File: src/hdl/sadc_pkg.sv
package sadc_pkg;
    // core clock and internal conversion oscillator
    localparam int CORE_CLK_HZ = 50_000_000;
    localparam int INT_OSC_HZ = 1_000_000;
    localparam int OSC_HALF_CYC = CORE_CLK_HZ / (2 * INT_OSC_HZ);
    // highest conversion rate, 11.1 kHz; least spacing rounds up
    localparam int CONV_RATE_HZ = 11_100;
    localparam int CONV_MIN_CYC =
        (CORE_CLK_HZ + CONV_RATE_HZ - 1) / CONV_RATE_HZ;
    // reset values
    localparam logic [7:0] CTRL_RESET = 8'h00;
    localparam logic [7:0] DAC_RESET = 8'h00;
    localparam logic [7:0] ADC_RESET = 8'h80;
    // converter_control field layout
    localparam int CTRL_OUT_EN_BIT = 6;
    localparam int CTRL_MODE_LSB = 4;
    localparam int CTRL_AUTOINC_BIT = 2;
    localparam int CTRL_CHAN_LSB = 0;
    // input configurations held in the mode field
    localparam logic [1:0] MODE_FOUR_SINGLE = 2'h0;
    localparam logic [1:0] MODE_THREE_DIFF = 2'h1;
    localparam logic [1:0] MODE_MIXED = 2'h2;
    localparam logic [1:0] MODE_TWO_DIFF = 2'h3;
    // offset binary to two's complement
    localparam logic [7:0] DIFF_FLIP = 8'h80;
    localparam logic [7:0] SAR_FIRST_TRIAL = 8'h80;
    localparam int DATA_BITS = 8;
    localparam logic [3:0] BYTE_BITS = 4'h8;
    localparam logic [3:0] LAST_TX_FALL = 4'h7;
    localparam int RESULT_FIFO_DEPTH = 16;

    typedef enum logic [2:0] {
        BUS_IDLE = 3'b000,
        BUS_ADDR = 3'b001,
        BUS_ADDR_ACK = 3'b010,
        BUS_WR_BYTE = 3'b011,
        BUS_WR_ACK = 3'b100,
        BUS_RD_BYTE = 3'b101,
        BUS_RD_ACK = 3'b110
    } sadc_bus_state_t;
endpackage

File: src/hdl/sadc_fifo.sv
`timescale 1ns/10ps
module sadc_fifo #(
    parameter int WIDTH = 8,
    parameter int DEPTH = 16
) (
    input wire logic core_clk_i,
    input wire logic rst_i,
    input wire logic in_valid_i,
    output logic in_ready_o,
    input wire logic [WIDTH-1:0] in_data_i,
    output logic out_valid_o,
    input wire logic out_ready_i,
    output logic [WIDTH-1:0] out_data_o
);
    localparam int AW = $clog2(DEPTH);

    typedef struct packed {
        logic [DEPTH-1:0][WIDTH-1:0] mem;
        logic [AW:0] wr_ptr;
        logic [AW:0] rd_ptr;
    } sadc_fifo_state_t;

    sadc_fifo_state_t fifo_reg;
    sadc_fifo_state_t fifo_next;
    logic full;
    logic empty;

    // extra pointer bit tells full from empty
    assign empty = fifo_reg.wr_ptr == fifo_reg.rd_ptr;
    assign full = (fifo_reg.wr_ptr[AW] != fifo_reg.rd_ptr[AW])
        && (fifo_reg.wr_ptr[AW-1:0] == fifo_reg.rd_ptr[AW-1:0]);
    assign in_ready_o = ~full;
    assign out_valid_o = ~empty;
    assign out_data_o = fifo_reg.mem[fifo_reg.rd_ptr[AW-1:0]];

    always_comb
    begin
        fifo_next = fifo_reg;
        if (in_valid_i && !full)
        begin
            fifo_next.mem[fifo_reg.wr_ptr[AW-1:0]] = in_data_i;
            fifo_next.wr_ptr = fifo_reg.wr_ptr + 1'b1;
        end
        if (out_ready_i && !empty)
        begin
            fifo_next.rd_ptr = fifo_reg.rd_ptr + 1'b1;
        end
    end

    always_ff @(posedge core_clk_i)
    begin
        if (rst_i)
        begin
            fifo_reg <= '0;
        end
        else
        begin
            fifo_reg <= fifo_next;
        end
    end
endmodule

File: src/hdl/sadc_sar.sv
`timescale 1ns/10ps
module sadc_sar (
    input wire logic core_clk_i,
    input wire logic rst_i,
    input wire logic start_i,
    input wire logic tick_i,
    input wire logic comparator_i,
    output logic busy_o,
    output logic [7:0] trial_o,
    output logic res_valid_o,
    input wire logic res_ready_i,
    output logic [7:0] res_o
);
    typedef struct packed {
        logic run;
        logic done;
        logic [7:0] trial;
        logic [7:0] probe;
    } sadc_sar_state_t;

    sadc_sar_state_t sar_reg;
    sadc_sar_state_t sar_next;

    // busy until the result has left, so the ladder stays borrowed
    assign busy_o = sar_reg.run | sar_reg.done;
    assign trial_o = sar_reg.trial;
    assign res_valid_o = sar_reg.done;
    assign res_o = sar_reg.trial;

    always_comb
    begin
        sar_next = sar_reg;
        if (start_i && !busy_o)
        begin
            sar_next.run = 1'b1;
            sar_next.trial = sadc_pkg::SAR_FIRST_TRIAL;
            sar_next.probe = sadc_pkg::SAR_FIRST_TRIAL;
        end
        else if (sar_reg.run && tick_i)
        begin
            // comparator high: input above trial, keep the bit
            if (!comparator_i)
            begin
                sar_next.trial = sar_reg.trial & ~sar_reg.probe;
            end
            sar_next.probe = sar_reg.probe >> 1;
            sar_next.trial = sar_next.trial | (sar_reg.probe >> 1);
            if (sar_reg.probe[0])
            begin
                sar_next.run = 1'b0;
                sar_next.done = 1'b1;
            end
        end
        else if (sar_reg.done && res_ready_i)
        begin
            sar_next.done = 1'b0;
        end
    end

    always_ff @(posedge core_clk_i)
    begin
        if (rst_i)
        begin
            sar_reg <= '0;
        end
        else
        begin
            sar_reg <= sar_next;
        end
    end
endmodule

File: src/hdl/sadc_core.sv
`timescale 1ns/10ps
module sadc_core #(
    parameter int CONV_MIN_CYC = sadc_pkg::CONV_MIN_CYC,
    // fixed address part; arbitrary neutral value
    parameter logic [3:0] ADDR_FIXED = 4'h5
) (
    input wire logic core_clk_i,
    input wire logic rst_i,
    input wire logic scl_i,
    input wire logic sda_i,
    output logic sda_o,
    output logic sda_oe_o,
    input wire logic address_select_bit_zero_i,
    input wire logic address_select_bit_one_i,
    input wire logic address_select_bit_two_i,
    input wire logic external_clock_select_i,
    input wire logic oscillator_pin_i,
    output logic oscillator_pin_o,
    output logic oscillator_pin_oe_o,
    output logic osc_enable_o,
    input wire logic comparator_i,
    output logic [7:0] dac_code_o,
    output logic out_enable_o,
    output logic track_hold_o,
    output logic [1:0] input_mode_o,
    output logic [1:0] input_channel_o
);
    typedef struct packed {
        logic [1:0] scl_sync;
        logic [1:0] sda_sync;
        logic [1:0] osc_sync;
        logic [1:0] ext_sync;
        logic scl_prev;
        logic sda_prev;
        logic osc_prev;
        sadc_pkg::sadc_bus_state_t bus;
        logic [3:0] bit_cnt;
        logic [7:0] shift;
        logic [7:0] tx;
        logic rw;
        logic ctrl_seen;
        logic acked;
        logic drive;
        logic [7:0] ctrl;
        logic [7:0] dac;
        logic [7:0] adc;
        logic conv_pend;
        logic conv_diff;
        logic [15:0] gap_cnt;
        logic [7:0] osc_div;
        logic osc_level;
    } sadc_core_state_t;

    sadc_core_state_t core_reg;
    sadc_core_state_t core_next;

    logic scl_rise;
    logic scl_fall;
    logic start_cond;
    logic stop_cond;
    logic osc_tick;
    logic osc_en;
    logic sar_start;
    logic sar_busy;
    logic [7:0] sar_trial;
    logic sar_valid;
    logic sar_ready;
    logic [7:0] sar_res;
    logic fifo_valid;
    logic fifo_pop;
    logic [7:0] fifo_data;
    logic [7:0] fifo_in;
    logic [1:0] mode;
    logic [1:0] chan_eff;
    logic tx_load;

    // highest channel that the input configuration offers
    function automatic logic [1:0] max_chan(input logic [1:0] m);
        logic [1:0] r;
        r = 2'h2;
        if (m == sadc_pkg::MODE_FOUR_SINGLE)
        begin
            r = 2'h3;
        end
        else if (m == sadc_pkg::MODE_TWO_DIFF)
        begin
            r = 2'h1;
        end
        return r;
    endfunction

    function automatic logic is_diff(input logic [1:0] m,
                                     input logic [1:0] c);
        return (m == sadc_pkg::MODE_THREE_DIFF)
            || (m == sadc_pkg::MODE_TWO_DIFF)
            || ((m == sadc_pkg::MODE_MIXED) && (c == 2'h2));
    endfunction

    assign mode = core_reg.ctrl[sadc_pkg::CTRL_MODE_LSB +: 2];
    assign chan_eff =
        (core_reg.ctrl[sadc_pkg::CTRL_CHAN_LSB +: 2] > max_chan(mode))
        ? max_chan(mode) : core_reg.ctrl[sadc_pkg::CTRL_CHAN_LSB +: 2];

    assign scl_rise = core_reg.scl_sync[1] & ~core_reg.scl_prev;
    assign scl_fall = ~core_reg.scl_sync[1] & core_reg.scl_prev;
    assign start_cond = core_reg.scl_sync[1] & core_reg.scl_prev
        & ~core_reg.sda_sync[1] & core_reg.sda_prev;
    assign stop_cond = core_reg.scl_sync[1] & core_reg.scl_prev
        & core_reg.sda_sync[1] & ~core_reg.sda_prev;

    // internal divider or external pin edges
    assign osc_tick = core_reg.ext_sync[1]
        ? (core_reg.osc_sync[1] & ~core_reg.osc_prev)
        : (osc_en && core_reg.osc_div == 8'h00 && !core_reg.osc_level);
    // oscillator sleeps unless output or converter needs it
    assign osc_en = core_reg.ctrl[sadc_pkg::CTRL_OUT_EN_BIT]
        | core_reg.conv_pend | sar_busy;

    assign sar_start = core_reg.conv_pend && !sar_busy
        && core_reg.gap_cnt == 16'h0000;
    assign fifo_in = core_reg.conv_diff
        ? (sar_res ^ sadc_pkg::DIFF_FLIP) : sar_res;

    // byte load at the trailing edge of an acked ninth clock
    assign tx_load = scl_fall && !start_cond && !stop_cond
        && ((core_reg.bus == sadc_pkg::BUS_ADDR_ACK && core_reg.rw)
        || (core_reg.bus == sadc_pkg::BUS_RD_ACK && core_reg.acked));
    assign fifo_pop = tx_load & fifo_valid;

    assign sda_o = 1'b0;
    assign sda_oe_o = ~core_reg.drive;
    assign oscillator_pin_o = core_reg.osc_level;
    assign oscillator_pin_oe_o = core_reg.ext_sync[1];
    assign osc_enable_o = osc_en;
    assign track_hold_o = sar_busy;
    assign dac_code_o = sar_busy ? sar_trial : core_reg.dac;
    assign out_enable_o = core_reg.ctrl[sadc_pkg::CTRL_OUT_EN_BIT];
    assign input_mode_o = mode;
    assign input_channel_o = chan_eff;

    sadc_sar u_sar (
        .core_clk_i(core_clk_i),
        .rst_i(rst_i),
        .start_i(sar_start),
        .tick_i(osc_tick),
        .comparator_i(comparator_i),
        .busy_o(sar_busy),
        .trial_o(sar_trial),
        .res_valid_o(sar_valid),
        .res_ready_i(sar_ready),
        .res_o(sar_res)
    );

    // results queue; a full queue stalls the converter
    sadc_fifo #(
        .WIDTH(sadc_pkg::DATA_BITS),
        .DEPTH(sadc_pkg::RESULT_FIFO_DEPTH)
    ) u_fifo (
        .core_clk_i(core_clk_i),
        .rst_i(rst_i),
        .in_valid_i(sar_valid),
        .in_ready_o(sar_ready),
        .in_data_i(fifo_in),
        .out_valid_o(fifo_valid),
        .out_ready_i(fifo_pop),
        .out_data_o(fifo_data)
    );

    always_comb
    begin
        core_next = core_reg;
        // two-stage sync, 50 MHz far above bit rate
        core_next.scl_sync = {core_reg.scl_sync[0], scl_i};
        core_next.sda_sync = {core_reg.sda_sync[0], sda_i};
        core_next.osc_sync = {core_reg.osc_sync[0], oscillator_pin_i};
        core_next.ext_sync = {core_reg.ext_sync[0],
                              external_clock_select_i};
        core_next.scl_prev = core_reg.scl_sync[1];
        core_next.sda_prev = core_reg.sda_sync[1];
        core_next.osc_prev = core_reg.osc_sync[1];

        if (!osc_en || core_reg.ext_sync[1])
        begin
            core_next.osc_div = 8'h00;
            core_next.osc_level = 1'b0;
        end
        else if (core_reg.osc_div ==
                 8'(sadc_pkg::OSC_HALF_CYC - 1))
        begin
            core_next.osc_div = 8'h00;
            core_next.osc_level = ~core_reg.osc_level;
        end
        else
        begin
            core_next.osc_div = core_reg.osc_div + 8'h01;
        end

        if (core_reg.gap_cnt != 16'h0000)
        begin
            core_next.gap_cnt = core_reg.gap_cnt - 16'h0001;
        end
        if (sar_start)
        begin
            core_next.conv_pend = 1'b0;
            core_next.conv_diff = is_diff(mode, chan_eff);
            core_next.gap_cnt = 16'(CONV_MIN_CYC - 1);
        end
        // advance channel once the result is taken
        if (sar_valid && sar_ready
            && core_reg.ctrl[sadc_pkg::CTRL_AUTOINC_BIT])
        begin
            core_next.ctrl[sadc_pkg::CTRL_CHAN_LSB +: 2] =
                (chan_eff == max_chan(mode)) ? 2'h0 : chan_eff + 2'h1;
        end

        if (tx_load)
        begin
            // queued result becomes the data register
            core_next.adc = fifo_valid ? fifo_data : core_reg.adc;
            core_next.tx = core_next.adc;
            core_next.conv_pend = 1'b1;
        end

        // start or stop ends any transfer
        if (start_cond)
        begin
            core_next.bus = sadc_pkg::BUS_ADDR;
            core_next.bit_cnt = 4'h0;
            core_next.drive = 1'b0;
            core_next.ctrl_seen = 1'b0;
        end
        else if (stop_cond)
        begin
            core_next.bus = sadc_pkg::BUS_IDLE;
            core_next.drive = 1'b0;
        end
        else
        begin
            unique case (core_reg.bus)
                sadc_pkg::BUS_IDLE:
                begin
                    core_next.drive = 1'b0;
                end
                sadc_pkg::BUS_ADDR, sadc_pkg::BUS_WR_BYTE:
                begin
                    if (scl_rise)
                    begin
                        core_next.shift = {core_reg.shift[6:0],
                                           core_reg.sda_sync[1]};
                        core_next.bit_cnt = core_reg.bit_cnt + 4'h1;
                    end
                    else if (scl_fall
                             && core_reg.bit_cnt == sadc_pkg::BYTE_BITS)
                    begin
                        core_next.bit_cnt = 4'h0;
                        if (core_reg.bus == sadc_pkg::BUS_ADDR)
                        begin
                            if (core_reg.shift[7:1] == {ADDR_FIXED,
                                address_select_bit_two_i,
                                address_select_bit_one_i,
                                address_select_bit_zero_i})
                            begin
                                core_next.rw = core_reg.shift[0];
                                core_next.drive = 1'b1;
                                core_next.bus = sadc_pkg::BUS_ADDR_ACK;
                            end
                            else
                            begin
                                core_next.bus = sadc_pkg::BUS_IDLE;
                            end
                        end
                        else
                        begin
                            if (!core_reg.ctrl_seen)
                            begin
                                core_next.ctrl = core_reg.shift;
                                core_next.ctrl_seen = 1'b1;
                            end
                            else
                            begin
                                core_next.dac = core_reg.shift;
                            end
                            core_next.drive = 1'b1;
                            core_next.bus = sadc_pkg::BUS_WR_ACK;
                        end
                    end
                end
                sadc_pkg::BUS_ADDR_ACK, sadc_pkg::BUS_WR_ACK:
                begin
                    if (scl_fall)
                    begin
                        core_next.bit_cnt = 4'h0;
                        if (core_reg.bus == sadc_pkg::BUS_ADDR_ACK
                            && core_reg.rw)
                        begin
                            core_next.drive = ~core_next.tx[7];
                            core_next.bus = sadc_pkg::BUS_RD_BYTE;
                        end
                        else
                        begin
                            core_next.drive = 1'b0;
                            core_next.bus = sadc_pkg::BUS_WR_BYTE;
                        end
                    end
                end
                sadc_pkg::BUS_RD_BYTE:
                begin
                    if (scl_fall)
                    begin
                        if (core_reg.bit_cnt == sadc_pkg::LAST_TX_FALL)
                        begin
                            core_next.drive = 1'b0;
                            core_next.bus = sadc_pkg::BUS_RD_ACK;
                        end
                        else
                        begin
                            core_next.tx = {core_reg.tx[6:0], 1'b0};
                            core_next.drive = ~core_reg.tx[6];
                            core_next.bit_cnt = core_reg.bit_cnt + 4'h1;
                        end
                    end
                end
                sadc_pkg::BUS_RD_ACK:
                begin
                    if (scl_rise)
                    begin
                        core_next.acked = ~core_reg.sda_sync[1];
                    end
                    else if (scl_fall)
                    begin
                        core_next.bit_cnt = 4'h0;
                        if (core_reg.acked)
                        begin
                            core_next.drive = ~core_next.tx[7];
                            core_next.bus = sadc_pkg::BUS_RD_BYTE;
                        end
                        else
                        begin
                            core_next.bus = sadc_pkg::BUS_IDLE;
                        end
                    end
                end
                default:
                begin
                    core_next.bus = sadc_pkg::BUS_IDLE;
                    core_next.drive = 1'b0;
                end
            endcase
        end
    end

    always_ff @(posedge core_clk_i)
    begin
        if (rst_i)
        begin
            // control cleared, output and oscillator off
            core_reg <= '0;
            core_reg.scl_sync <= 2'h3;
            core_reg.sda_sync <= 2'h3;
            core_reg.scl_prev <= 1'b1;
            core_reg.sda_prev <= 1'b1;
            core_reg.ctrl <= sadc_pkg::CTRL_RESET;
            core_reg.dac <= sadc_pkg::DAC_RESET;
            core_reg.adc <= sadc_pkg::ADC_RESET;
        end
        else
        begin
            core_reg <= core_next;
        end
    end
endmodule

File: config.mk
export PLATFORM = sky130hd
export DESIGN_NAME = sadc_core
export DESIGN_NICKNAME = d
export VERILOG_FILES = /design/src/hdl/sadc_pkg.sv /design/src/hdl/sadc_fifo.sv /design/src/hdl/sadc_sar.sv /design/src/hdl/sadc_core.sv
export SDC_FILE = /design/constraint.sdc
export NUM_CORES = 1
export LEC_CHECK = 0
export ABC_AREA = 1
export BUFFER_PORTS_ARGS = -buffer_cell sky130_fd_sc_hd__buf_2
export CAP_MARGIN = 20
export CORE_MARGIN = 2
export CORE_UTILIZATION = 55
export CTS_CLUSTER_DIAMETER = 200
export DETAILED_ROUTE_END_ITERATION = 16
export GPL_ROUTABILITY_DRIVEN = 0
export GPL_TIMING_DRIVEN = 0
export PLACE_DENSITY_LB_ADDON = 0.05
export SLEW_MARGIN = 10
export SYNTH_ARGS = -nofsm -noshare
export SYNTH_HDL_FRONTEND = slang
export SYNTH_SLANG_ARGS = --single-unit
File: constraint.sdc
create_clock -name core_clk_i -period 4.6 [get_ports core_clk_i]
set_input_delay 1.15 -clock core_clk_i [delete_from_list [all_inputs] [get_ports core_clk_i]]
set_output_delay 1.15 -clock core_clk_i [all_outputs]
set_load 0.03 [all_outputs]
==> metrics, run 1 <==
post-CTS setup buffer count 0; final net count 1522; layout cells sized above 1 13.9%; Slew Limit Fails 0; Vias per Instance 5.70; Initial Utilization 56.5%; final setup margin 1.13 ns; post-CTS resize count 0; Die Height 146 µm; H-Tree Level Count 1; Rows 51; status finished, final reports clean; fillcell total 1784; Setup-failing EPs final 0; GR Layer Usage met3 3.98%; Worst Setup End Kind output port; routed wire length 31300 µm; number of flip-flops in the largest register 138; DR iter-0 viols 811; syn_area_per_cell 7.69 µm²; asr flop ratio synth 0%; TritonCTS Buffers 27; GR Layer Usage met1 39.6%; Root Buffer clkbuf_16; dpl ws 1.65 ns; vias in the first global route 9314; gr ovfl total 0; DRT Pass-1 Iters 7; die width 146 µm; Worst EP arrival 2.32 ns; Post-DP HPWL 22300 µm; CTS tree done; critical path type reg -> out; GR Util All Layers 29.0%; Ant. Diodes 0; top cells by count, synth dfxtp_1 (243), o21ai_0 (199), a21oi_1 (193), nor2_1 (181), nand2_1 (164); Final Hold Viols 0; antenna-violating nets left 0; Synth top area share 44.0%; Worst-Margin Slew 0.829 ns; FF/Latch Area 0.00486 mm²; post-cts hold buffer count 0; Die Footprint 0.0213 mm²; Area Overhead vs Synth 13.1%; Clk pin slew, worst setup/hold paths 0.06 ns; CORE AREA 0.0196 mm²; leakage 4.95 nW; CP max FO 4; VDD IR max 0.464 mV; Gate Count Post-Synth 1438; Setup crit start kind flip-flop; antenna violations before repair 0; Max Cap Viol 0; Max Clock Freq 0.288 GHz; top_reg_cell synth dfxtp_1; DRC errors left 0; PD cells 417 mW/mm²; max_slew headroom 44.4%; post-synth net total 1466; placed cells 1730; most numerous cell in the Yosys netlist dfxtp_1; GR peak layer met2; first-pass GRT wire length 50100 µm; WL/cell 17.6 µm; Clk Latency, worst-skew pair 0.53 ns; dpl cell area 0.0115 mm²; clock buffer depth 3; Clock Skews 0.00947 ns; final non-filler cell total 1780; Yosys reg bits 243; register area share after synthesis 44.0%; Synth area leaders dfxtp_1 (44%), o21ai_0 (9.0%), a21oi_1 (8.7%), nor2_1 (6.1%), nand2_1 (5.6%); mapped cell area 0.0111 mm²; final worst-path cycle share 75.5%; RSZ-0062 raised after global routing false; setup tns final 0 ns; largest net degree at the start of global routing 14; Hold/Removal Path Class reg -> reg; io pins 29; Syn. warnings 0; Post-synth EDFFs 0; Worst Path Required 3.45 ns; Final Cell Area 0.0125 mm²; Multi-input gate area 0.00533 mm²; GR Util met2 47.4%; Yosys top cell by area dfxtp_1; port bufs 27; Period minus WS final 3.47 ns; post-synth cell types 49; Via Count 10100; CTS Sinks 243
cells by family (layout without fill, tap and decap cells):
kind of cell	Yosys count	in the layout	share of synthesized area, %
other	1	1	0.0339
flip-flops	243	243	44.0
XOR/XNOR	8	8	0.634
AO/OA/AOI/OAI	513	513	25.4
adder cells (fa/ha/maj)	18	18	2.04
AND/OR/NAND/NOR	469	469	20.1
buffers and inverters	186	263	7.81
cell type report:
cell class              count  area share [%]
clock inverters            14            1.46
clock buffers              36            6.39
well taps                 265            2.65
inverters                 106            3.24
multi-input cells        1009            42.6
flip-flops and latches    243            38.9
repair buffers             27            1.08
plain buffers              80            3.66
metrics by stage:
step                      power, mW  utilization (%)  hold WS, ns
after floorplan                2.81                -        0.388
after global placement         2.93             58.8        0.391
after detailed placement       2.94             58.8        0.395
after CTS                      5.24             63.8        0.399
after global routing           5.44             63.8        0.416
final                          5.22             63.8        0.399
power breakdown:
group | switching [mW] | internal [mW] | leakage (nW)
clock network | 0.880 | 1.44 | 0.487
registers | 0.0729 | 2.18 | 1.96
logic | 0.419 | 0.222 | 2.50
total | 1.37 | 3.85 | 4.95
worst paths after layout:
kind | to | depth (start not counted) | from | slack, ns
min | oscillator_pin_oe_o | 2 | core_next[82] | 0.40
max | input_channel_o[0] | 8 | input_mode_o[0] | 1.13
max reg2reg | core_reg[61] | 8 | u_fifo.fifo_reg[1] | 2.17
min reg2reg | oscillator_pin_oe_o | 2 | core_next[82] | 0.40
worst max-delay path, stage by stage (launching register included):
cell and delay, ns:
dfxtp_1 0.37, inv_1 0.07, ha_1 0.33, ha_1 0.28
nand2_1 0.05, o21ai_0 0.09, o21ai_0 0.30, inv_1 0.10
buf_2 0.19
metal layers:
| metal | share of wire [%] | vias to the layer above |
|---|---|---|
| li1 | - | 4999 |
| met2 | 45 | 381 |
| met1 | 44 | 4683 |
| met5 | 0 | - |
| met3 | 6.8 | 86 |
| met4 | 3.5 | 0 |
cell usage in the layout, fill, tap and decap left out, types with 14 or more instances in the layout:
master       n
inv_2       14
o21ai_2     19
o21ai_0    199
ha_1        18
clkbuf_16   27
nor3_1      17
a21oi_2     16
nor2_4      18
o22ai_1     17
buf_2       36
a21oi_1    193
dfxtp_1    243
nand4_1     15
nor2_1     181
buf_6       15
nand3_1     35
clkbuf_1    47
o21ai_1     38
inv_1       83
nand2_1    164
No activity file was read; power rests on OpenSTA's default activity.
==> inputs of run 2 (changes only) <==
clock period = 3.15 ns   (was 4.6 ns; I/O delays follow)
==> run 2 against run 1 <==
Non-clock buffer count stayed put. Critical path depth up 1. Die area unchanged. Sequential share of layout area about the same. Combinational power grew 46%. Via count hardly changed. Wire length about the same. Register-to-register slack worse by 1.5 ns. Sequential power rose by 46%. Clock power is 47% higher. Sequential cell count is the same. Critical path type unchanged.
==> metrics, run 2 (synthesis results as in run 1) <==
Clock Skews 0.00950 ns; Area Overhead vs Synth 13.2%; CORE AREA 0.0196 mm²; DRC errors left 0; TritonCTS Buffers 27; setup tns final 0 ns; Clk Latency, worst-skew pair 0.54 ns; Post-DP HPWL 22300 µm; Period minus WS final 2.97 ns; worst r2r dst core_reg[61]; Worst EP arrival 2.18 ns; Final Cell Area 0.0125 mm²; DRT Pass-1 Iters 7; VDD IR max 0.674 mV; Max Cap Viol 0; io pins 29; layout cells sized above 1 14.1%; commonest non-fill, non-tap cell in the layout dfxtp_1; Ant. Diodes 0; Setup-failing EPs final 0; antenna-violating nets left 0; Rows 51; gr ovfl total 0; first-pass GRT wire length 50100 µm; post-cts hold buffer count 0; leakage 4.95 nW; antenna violations before repair 0; Worst-Margin Slew 0.844 ns; R2R depth 9; setup slack, reg-to-reg 0.70 ns; hold depth 2; PD cells 609 mW/mm²; Comb power frac 12.2%; dpl cell area 0.0115 mm²; sequential power share 43.2%; most frequent cells in the layout dfxtp_1 (242), o21ai_0 (197), a21oi_1 (193); WL/cell 17.6 µm; H-Tree Level Count 1; critical path endpoint input_channel_o[0]; CTS tree done; Root Buffer clkbuf_16; status finished, final reports clean; final net count 1522; DR iter-0 viols 756; Worst Setup End Kind output port; CP max FO 4; Vias per Instance 5.70; max_slew headroom 43.4%; Critical Path Source input_mode_o[0]; largest net degree at the start of global routing 14; Clk pin slew, worst setup/hold paths 0.06 ns; Slew Limit Fails 0; number of flip-flops in the largest register 138; NetSw 2.01 mW; Worst Path Required 2.36 ns; internal power 5.62 mW; Die Footprint 0.0213 mm²; critical path type reg -> out; Final Hold Viols 0; Max Clock Freq 0.337 GHz; Switching Share 26.3%; clock buffer depth 3; Initial Utilization 56.5%; clock network power share 44.6%; RSZ-0062 raised after global routing false; Via Count 10100; CTS Sinks 243; final worst-path cycle share 94.2%; r2r startpoint u_fifo.fifo_reg[1]; GR Util All Layers 29.0%; Die Height 146 µm; routed wire length 31300 µm; port bufs 27; die width 146 µm; Setup crit start kind flip-flop; vias in the first global route 9314; Hold/Removal Path Class reg -> reg
[run 2: cell counts in the layout (fill, tap and decap cells not counted)]
No cell type changed its count.
[run 2: worst max-delay path, cell delays in order (launching register included)]
cell	delay, ns
dfxtp_1	0.37
inv_1	0.07
ha_1	0.35
ha_1	0.29
nand2_1	0.05
o21ai_2	0.07
nand2_1	0.10
o21ai_2	0.09
inv_1	0.07
buf_2	0.18
[run 2: per-stage QoR]
step | hold WS [ns] | total power [mW] | worst slack [ns] | instances | util [%]
after floorplan | 0.388 | 4.11 | 0.774 | 1438 | -
after global placement | 0.391 | 4.27 | 0.585 | 1730 | 58.8
after detailed placement | 0.395 | 4.29 | 0.567 | 1730 | 58.8
after CTS | 0.399 | 7.66 | 0.0475 | 1780 | 63.8
after global routing | 0.416 | 7.94 | 0.00586 | 1780 | 63.9
final | 0.400 | 7.63 | 0.184 | 1780 | 63.9
[run 2: cell type report]
| class | count | area [µm²] |
|---|---|---|
| Buffer | 80 | 458 |
| Tap cell | 265 | 332 |
| Clock inverter | 14 | 183 |
| Timing Repair Buffer | 27 | 135 |
| Multi-Input combinational cell | 1009 | 5340 |
| Inverter | 106 | 405 |
| Fill cell | 1782 | 7070 |
| Clock buffer | 36 | 800 |
| Sequential cell | 243 | 4870 |
[run 2: worst min-delay path by stage]
stage | start | to | slack [ns]
4_1_cts | core_next[82] | oscillator_pin_oe_o | 0.40
2_1_floorplan | core_next[84] | core_next[78] | 0.39
3_5_place_dp | core_next[84] | core_next[78] | 0.39
6_report | core_next[82] | oscillator_pin_oe_o | 0.40
3_3_place_gp | core_next[86] | core_next[79] | 0.39
5_1_grt | core_next[84] | core_next[78] | 0.42
[run 2: power groups by stage]
stage | logic [mW] | clock network (mW) | registers, mW
CTS | 0.940 | 3.43 | 3.29
global route | 1.08 | 3.56 | 3.31
finish | 0.933 | 3.40 | 3.29
global placement | 0.916 | 0 | 3.36
detailed placement | 0.935 | 0 | 3.36
floorplan | 0.772 | 0 | 3.33
[run 2: what timing repair did]
action	4_1_cts	5_1_grt
setup endpoints to repair	1	1
gates resized for setup	1	4
buffers inserted	0	0
[run 2: metal layers]
metal | GRT usage, % | up-vias | wire length, µm
met2 | 47.4 | 373 | 14200
met1 | 39.6 | 4685 | 14000
met5 | 0 | - | 0
li1 | - | 5004 | -
met3 | 3.98 | 82 | 2080
met4 | 9.71 | 0 | 1030
